$ cat src/inc/srh_consts.svh
// Timing and field constants for the static RAM host controller
`ifndef SRH_CONSTS_SVH
`define SRH_CONSTS_SVH

// System clock period in ns
`define SRH_CLK_PERIOD_NS   100
// Power-on settling wait in us
`define SRH_PWRUP_US        500
// Settling wait in clock cycles, rounded up
`define SRH_PWRUP_CYC       ((`SRH_PWRUP_US * 1000 + `SRH_CLK_PERIOD_NS - 1) / `SRH_CLK_PERIOD_NS)
// Write cycle time in ns, strobe low time in ns
`define SRH_WCYC_NS         450
`define SRH_WPULSE_NS       200
// Read access time in ns
`define SRH_ACCESS_NS       450
// Derived cycle counts, least times rounded up
`define SRH_WPULSE_CYC      ((`SRH_WPULSE_NS + `SRH_CLK_PERIOD_NS - 1) / `SRH_CLK_PERIOD_NS)
`define SRH_ACCESS_CYC      ((`SRH_ACCESS_NS + `SRH_CLK_PERIOD_NS - 1) / `SRH_CLK_PERIOD_NS)
// Reset values of the data and address registers
`define SRH_DATA_RST        4'h0
`define SRH_ADDR_RST        10'h000

`endif

$ cat src/inc/srh_pkg.sv
// Types for the static RAM host controller
package srh_pkg;
    typedef enum logic [2:0] {
        SRH_POWERUP = 3'b000,
        SRH_IDLE    = 3'b001,
        SRH_SETUP   = 3'b010,
        SRH_STROBE  = 3'b011,
        SRH_RELEASE = 3'b100
    } srh_state_t;
endpackage

$ cat src/hdl/srh_ctrl.sv
// Host controller driving a 1024 x 4 asynchronous static RAM
`timescale 1ns/1ps
`default_nettype none
`include "srh_consts.svh"

module srh_ctrl #(
    parameter int PWRUP_CYC = `SRH_PWRUP_CYC,
    parameter int WPULSE_CYC = `SRH_WPULSE_CYC,
    parameter int ACCESS_CYC = `SRH_ACCESS_CYC
) (
    // Clock and reset
    input  wire logic       clk_sys,
    input  wire logic       rst_b,
    // User request side
    input  wire logic       reqValid,
    input  wire logic       reqWrite,
    input  wire logic [9:0] reqIndex,
    input  wire logic [3:0] reqData,
    output var  logic       reqReady,
    output var  logic       rspValid,
    output var  logic [3:0] rspData,
    // Memory pins
    output var  logic [9:0] word_index,
    output var  logic       primary_select_n,
    output var  logic       secondary_select,
    output var  logic       writeStrobe_n,
    output var  logic       output_inhibit,
    input  wire logic [3:0] nibbleLinesIn,
    output var  logic [3:0] nibbleLinesOut,
    output var  logic       nibbleLinesOe
);
    import srh_pkg::*;

    // ------------------------------------------------------------
    // Parameter checks
    // ------------------------------------------------------------
    localparam int CW = $clog2(PWRUP_CYC + 1) + 1;

    // One counter serves all waits, so every load must fit in it
    if (PWRUP_CYC < 1) begin : g_bad_pwrup
        $error("srh_ctrl: power-up count must be at least one");
    end
    if (WPULSE_CYC < 1 || WPULSE_CYC > PWRUP_CYC) begin : g_bad_wpulse
        $error("srh_ctrl: write pulse count out of range");
    end
    if (ACCESS_CYC < 1 || ACCESS_CYC > PWRUP_CYC) begin : g_bad_access
        $error("srh_ctrl: access count out of range");
    end

    srh_state_t       state_q;
    logic [CW-1:0]    count_q;
    logic             isWrite_q;
    logic             countDone;
    logic             driveWin;
    logic             selWin;
    logic             busWin;

    assign countDone = (count_q == '0);

    // ------------------------------------------------------------
    // Access windows
    // ------------------------------------------------------------
    // Strobe or read window: setup plus all but the last strobe cycle
    assign driveWin = (state_q == SRH_SETUP) ||
                      (state_q == SRH_STROBE && !countDone);
    // Select opens one cycle early so address settles under it
    assign selWin   = driveWin || (state_q == SRH_IDLE && reqValid);
    // Host data held one cycle past the strobe for hold time
    assign busWin   = (state_q == SRH_SETUP) || (state_q == SRH_STROBE);

    // ------------------------------------------------------------
    // Sequencer
    // ------------------------------------------------------------
    always_ff @(posedge clk_sys) begin
        if (!rst_b) begin
            state_q <= SRH_POWERUP;
            count_q <= CW'(PWRUP_CYC);
        end else begin
            unique case (state_q)
                SRH_POWERUP: begin
                    if (countDone) begin
                        state_q <= SRH_IDLE;
                    end else begin
                        count_q <= count_q - CW'(1);
                    end
                end
                SRH_IDLE: begin
                    // Static array: no refresh cycles are ever issued
                    if (reqValid) begin
                        state_q <= SRH_SETUP;
                    end
                end
                SRH_SETUP: begin
                    state_q <= SRH_STROBE;
                    count_q <= isWrite_q ? CW'(WPULSE_CYC - 1)
                                         : CW'(ACCESS_CYC - 1);
                end
                SRH_STROBE: begin
                    if (countDone) begin
                        state_q <= SRH_RELEASE;
                    end else begin
                        count_q <= count_q - CW'(1);
                    end
                end
                SRH_RELEASE: begin
                    state_q <= SRH_IDLE;
                end
                default: begin
                    state_q <= SRH_IDLE;
                end
            endcase
        end
    end

    // ------------------------------------------------------------
    // Request capture and address
    // ------------------------------------------------------------
    always_ff @(posedge clk_sys) begin
        if (!rst_b) begin
            isWrite_q      <= 1'b0;
            word_index     <= `SRH_ADDR_RST;
            nibbleLinesOut <= `SRH_DATA_RST;
        end else if (state_q == SRH_IDLE && reqValid) begin
            // Address moves only while the write strobe is high
            isWrite_q      <= reqWrite;
            word_index     <= reqIndex;
            nibbleLinesOut <= reqData;
        end
    end

    // ------------------------------------------------------------
    // Memory strobes
    // ------------------------------------------------------------
    // Deselected between accesses so a standby part powers down
    always_ff @(posedge clk_sys) begin
        if (!rst_b) begin
            primary_select_n <= 1'b1;
        end else begin
            primary_select_n <= !selWin;
        end
    end

    // Second select mirrors the first so the pair never disagrees
    always_ff @(posedge clk_sys) begin
        if (!rst_b) begin
            secondary_select <= 1'b0;
        end else begin
            secondary_select <= selWin;
        end
    end

    // Write strobe low only inside the select window
    always_ff @(posedge clk_sys) begin
        if (!rst_b) begin
            writeStrobe_n <= 1'b1;
        end else begin
            writeStrobe_n <= !(isWrite_q && driveWin);
        end
    end

    // Memory may drive only on reads
    always_ff @(posedge clk_sys) begin
        if (!rst_b) begin
            output_inhibit <= 1'b1;
        end else begin
            output_inhibit <= !(!isWrite_q && driveWin);
        end
    end

    // Host drives data through the write window
    always_ff @(posedge clk_sys) begin
        if (!rst_b) begin
            nibbleLinesOe <= 1'b0;
        end else begin
            nibbleLinesOe <= isWrite_q && busWin;
        end
    end

    // ------------------------------------------------------------
    // User handshake and read data
    // ------------------------------------------------------------
    // Ready stays low through the power-up wait and busy cycles
    always_ff @(posedge clk_sys) begin
        if (!rst_b) begin
            reqReady <= 1'b0;
        end else begin
            reqReady <= (state_q == SRH_IDLE && !reqValid) ||
                        state_q == SRH_RELEASE;
        end
    end

    // Read data sampled at the end of the access window
    always_ff @(posedge clk_sys) begin
        if (!rst_b) begin
            rspValid <= 1'b0;
            rspData  <= `SRH_DATA_RST;
        end else begin
            rspValid <= 1'b0;
            if (state_q == SRH_STROBE && countDone && !isWrite_q) begin
                rspData  <= nibbleLinesIn;
                rspValid <= 1'b1;
            end
        end
    end

endmodule
`default_nettype wire

$ cat config.mk
export PLATFORM = sky130hd
export DESIGN_NAME = srh_ctrl
export DESIGN_NICKNAME = d
export VERILOG_FILES = /design/src/inc/srh_pkg.sv /design/src/hdl/srh_ctrl.sv
export VERILOG_INCLUDE_DIRS = /design/src /design/src/inc
export SDC_FILE = /design/constraint.sdc
export NUM_CORES = 1
export LEC_CHECK = 0
export BUFFER_PORTS_ARGS = -buffer_cell sky130_fd_sc_hd__buf_2
export CELL_PAD_IN_SITES_DETAIL_PLACEMENT = 1
export CELL_PAD_IN_SITES_GLOBAL_PLACEMENT = 1
export CORE_MARGIN = 2
export CORE_UTILIZATION = 30
export DETAILED_ROUTE_END_ITERATION = 8
export PLACE_DENSITY_LB_ADDON = 0.1
export SLEW_MARGIN = 20
export SYNTH_ARGS = -nofsm -noshare
export SYNTH_HDL_FRONTEND = slang
export SYNTH_SLANG_ARGS = --single-unit
$ cat constraint.sdc
create_clock -name clk_sys -period 1.93 [get_ports clk_sys]
set_input_delay 0.0965 -clock clk_sys [delete_from_list [all_inputs] [get_ports clk_sys]]
set_output_delay 0.0965 -clock clk_sys [all_outputs]
set_load 0.005 [all_outputs]
======== Word level (Yosys, flattened, before mapping) ========
Index checks and enable logic that the tools add are counted.
word-level totals
  bits in registers ....................... 43
  output and inout bits ................... 25
  bits of input ports ..................... 22
  word-level logic and storage cells ...... 54
operators by class
  reductions and logical operators ........ 24
  $add $sub $neg .......................... 1
  multiplexer cells ....................... 8
  equal/unequal tests ..................... 8
operator list
  kind                     count
  $pmux W14 S2             1
  $logic_not A14 Y1        1
  $mux W14                 1
  $sub A14 B1 Y14 const B  1
  $mux W3                  4
  $pmux W3 S4              1
  $logic_and A1 B1 Y1      8
  $ne A2 B2 Y1 const B     4
  $eq A3 B2 Y1 const B     2
  $logic_not A1 Y1         6
  $logic_or A1 B1 Y1       4
  $eq A3 B1 Y1 const B     1
  $eq A3 B3 Y1 const B     1
  $logic_not A3 Y1         1
  $reduce_and A3 Y1        1
  $reduce_and A2 Y1        1
  $reduce_bool A2 Y1       1
  $reduce_or A2 Y1         1
  $mux W1                  1

======== Depth between registers and ports, before layout ========
  word-level depth ........................ 6
  mapped depth ............................ 8
  depth with buffers taken out ............ 6

======== Least setup slack after synthesis ========
OpenSTA, ideal clock, no wires.
  path type ............................... reg2reg
  start point ............................. reg count_q[0]
  end point ............................... reg count_q[0]
  buffers on the path ..................... 2
  required time ........................... 1810 ps
  slack ................................... 74 ps
  cell stages (with the launch flop) ...... 9
  data arrival time ....................... 1736 ps
  library setup time ...................... 120 ps
  clock period less this slack ............ 1856 ps
  path through ............................ dfxtp_1 -> inv_1 -> ha_1 -> nor3b_1 -> and4_1 -> buf_2 -> buf_4 -> nor3_1 -> o31a_1
between the ends
  longest elaborated chain between the ends .. 3
  elaborated cells between the ends (all ways) .. 6
  classes of those cells .................. add/sub (1); eq/ne (1); mux (2); reduce/logical (2)
ends and longest elaborated chain
  what                                                         RTL line                                         RTL
  from (decl)                                                  srh_ctrl.sv:51                                   logic [CW-1:0] count_q;
  from (signal assigned)                                       srh_ctrl.sv:77                                   count_q <= CW'(PWRUP_CYC);
  from (signal assigned)                                       srh_ctrl.sv:84                                   count_q <= count_q - CW'(1);
  from (signal assigned)                                       srh_ctrl.sv:95                                   count_q <= isWrite_q ? CW'(WPULSE_CYC - 1)
  $sub A14 B1 Y14 / $logic_not A14 Y1 (equally long branches)  srh_ctrl.sv:84, srh_ctrl.sv:102, srh_ctrl.sv:58
  $mux W14 / $ne A2 B2 Y1 (equally long branches)              --
  $pmux W14 S2 / $reduce_and A2 Y1 (equally long branches)     --
Several ways; a longest one is shown, not always the timed one. The select of a mux whose other input is x is not followed.
A chain may end at the register's enable or synchronous reset.

======== Final worst setup path ========
  start point ............................. reg count_q[1]
  end point ............................... reg count_q[6]
The elaborated chain is that of the path after synthesis.

==> results.tsv <==
metric	value	unit
Setup TNS	0	ns
GPL Wtd Cong	0.8062	
cell area after layout	2486	um2
Final WS setup	0.07250	ns
crit path cell chain	inv_2, ha_4, or3b_4, or3_4, or4_4, a21oi_2	
ant diodes	0	
starting utilization of the core area	30.55	%
cell with the most instances after synthesis	dfxtp_1	
hold depth	3	
Netlist cell types	48	
Worst-path clk slew	0.08	ns
Required @ worst endpoint	2.16	ns
clk buf depth	2	
FF+latch count, synth	43	
Crit path largest cell delay	0.42	ns
asr flop ratio synth	0	%
clock latency on the worst-skew pair	0.29	ns
Peak Freq	538.4	MHz
Critical path buffers and inverters	1	
DR pass1 iterations	4	
Slew Limit Headroom	64.22	%
initial antenna violation count	0	
H-tree lvl count	2	
Clock Sinks	43	
core area	6241	um2
fraction of layout cells with a size suffix above 1	31.03	%
via count	1866	
main area contributors after synthesis	dfxtp_1 (45%), nand2_1 (7.5%), a21oi_1 (7.3%), nand4_1 (2.6%), nor3_1 (2.1%)	
RSZ-0062 raised after global routing	false	
clk root buf	clkbuf_8	
VDD IR max	0.0002864	V
remaining global-route overflow	0	
stages on the worst setup path	6	
critical path class	reg -> reg	
LEAKAGE	1.005	nW
register area share after synthesis	45.14	%
Post-synth EDFFs	0	
die span in y	83.73	um
Net Sw Power	0.4196	mW
synth warn	0	
first-pass GRT wire length	9294	um
DIE AREA	7010	um2
status	complete, no violations	
synthesized cell area	1907	um2
Tmin final	1.858	ns
sequential share of power	53.5	%
final hold vios	0	
worst-margin pin slew	0.5367	ns
maxcap violations	0	
worst reg2reg path depth	6	
Routed wire per std cell	14.84	um
Sw Share	24.00	%
Logic pwr share	10.2	%
CP Capture Type	flop	
Worst EP arrival	2.09	ns
Finished Layout Cells	367	
final wirelength	5446	um
largest net degree at the start of global routing	26	
top_reg_cell synth	dfxtp_1	
Max Slew Vio Count	0	
Tcrit/Tclk final	96.24	%
HP Class	in -> reg	
Vias/cell	5.084	
CTS Buf Count	5	
PortBufs	46	
Pint	1.329	mW
Final Setup Violations	0	
Util after Layout	39.84	%
Crit-path slowest cell	or4_4	
die width	83.73	um
CTS tree	yes	
Detail Placement HPWL	3949	um
Yosys top cell area share	45.14	%
power per cell area	703.3	nW/um2
Placed Cells	358	
initial DRC count	83	
post-synthesis cell count	227	
area leader, netlist	dfxtp_1	
Synth Net Count	250	
pre-CTS setup slack	0.02111	ns
Critical Path Source Type	flop	
Post-Route Skew	0.005659	ns
Commonest cells post-synth	dfxtp_1 (43), nand2_1 (38), a21oi_1 (28)	
Hold Buf Count CTS	0	
Post-DRT Antenna Nets	0	
CP delay by family, top	simple AND/OR/NAND/NOR gates	
number of global-route vias before repair	1945	
GR Util All Layers	16.13	%
Avg Inst Size Synth	8.400	um2
Synth-to-Final Area Change	30.38	%
CP max FO	4	
Cell Area, Placed	2335	um2
# rows	29	
clock power share	36.3	%
NumNets Final	312	
DRC Markers	0	
boundary pin count	47	
-- logic make-up (layout without fill, tap and decap cells) --
group,Yosys count,count (layout),synth area share [%]
flip-flops,43,43,45.14
adder cells (fa/ha/maj),1,1,0.6561
AND/OR/NAND/NOR,100,100,28.74
buffers and inverters,21,84,4.527
XOR/XNOR,2,2,0.9188
multiplexers,3,3,1.575
AO/OA/AOI/OAI,57,57,18.44
-- worst register-to-register path, stage by stage, from the launching register on --
cell	delay (ns)
dfxtp_2	0.34
inv_2	0.07
ha_4	0.13
or3b_4	0.38
or3_4	0.34
or4_4	0.42
a21oi_2	0.12
-- metal layers --
metal	vias up	GRT usage, %	routed length (um)
met3	4	3.660	209
met4	0	3.666	49
li1	946	-	-
met2	35	25.09	2428
met5	-	0	0
met1	881	22.81	2758
-- power by group through the flow --
| stage | Clock (mW) | Sequential [mW] | Combinational (mW) |
|---|---|---|---|
| after global routing | 0.714 | 0.939 | 0.200 |
| after global placement | 0 | 0.953 | 0.160 |
| after floorplan | 0 | 0.950 | 0.0855 |
| final | 0.635 | 0.935 | 0.179 |
| after detailed placement | 0 | 0.953 | 0.160 |
| after CTS | 0.663 | 0.932 | 0.165 |
-- path summary, 6_finish.rpt --
kind                                   start                         end  slack, ns
setup / recovery     count_q[1]$_SDFFE_PN0P_     count_q[6]$_SDFFE_PN0P_       0.07
hold / removal                   reqIndex[3]  word_index[3]$_SDFFE_PN0P_       0.03
setup reg to reg     count_q[1]$_SDFFE_PN0P_     count_q[6]$_SDFFE_PN0P_       0.07
hold reg to reg   word_index[1]$_SDFFE_PN0P_  word_index[1]$_SDFFE_PN0P_       0.45
-- what timing repair did --
action | in CTS | in global routing
hold endpoints to repair | 0 | 0
setup buffers | 1 | 0
gates resized for setup | 1 | 9
pin swaps | 0 | 2
endpoints found under the setup margin | 1 | 13
-- layout make-up --
type                       count  area, um2
sequential                    43      862.1
clock inverter                 1      7.507
fill                         781       3755
inverter                       8      30.03
timing repair buffer          68      395.4
multi-input combinational    163      998.5
tap                           77      96.34
clock buffer                   7      96.34
-- registers in the layout (all words and copies together) (netlist names) --
signal	count
count_q	14
nibbleLinesOut	4
isWrite_q	1
rspValid	1
writeStrobe_n	1
rspData	4
state_q	3
nibbleLinesOe	1
secondary_select	1
word_index	10
output_inhibit	1
primary_select_n	1
reqReady	1
-- per-stage QoR --
step,hold WS (ns),power [mW]
2_1_floorplan,0.2325,1.035
3_3_place_gp,0.3382,1.113
3_5_place_dp,0.3448,1.112
4_1_cts,0.02649,1.760
5_1_grt,0.02282,1.853
6_report,0.03024,1.748
-- cells in the final DEF (no fill, tap or decap), types with 2 or more instances in the layout --
master / count
a21oi_1: 27
a41o_1: 2
inv_1: 5
o21ai_0: 5
o311ai_1: 2
a31oi_1: 3
nor3_1: 8
buf_2: 46
and4_1: 2
nand3_1: 6
nor3b_1: 4
o31ai_1: 4
or3_1: 2
nor4_1: 2
o211ai_1: 2
or4_1: 2
clkbuf_8: 7
buf_4: 22
and2_1: 2
nor2_1: 10
nand4_1: 8
a211oi_1: 3
dfxtp_1: 42
inv_2: 2
nand2_1: 38
and3_1: 2
o21a_1: 2
mux2i_1: 3
(Power assumes the default switching activity.)
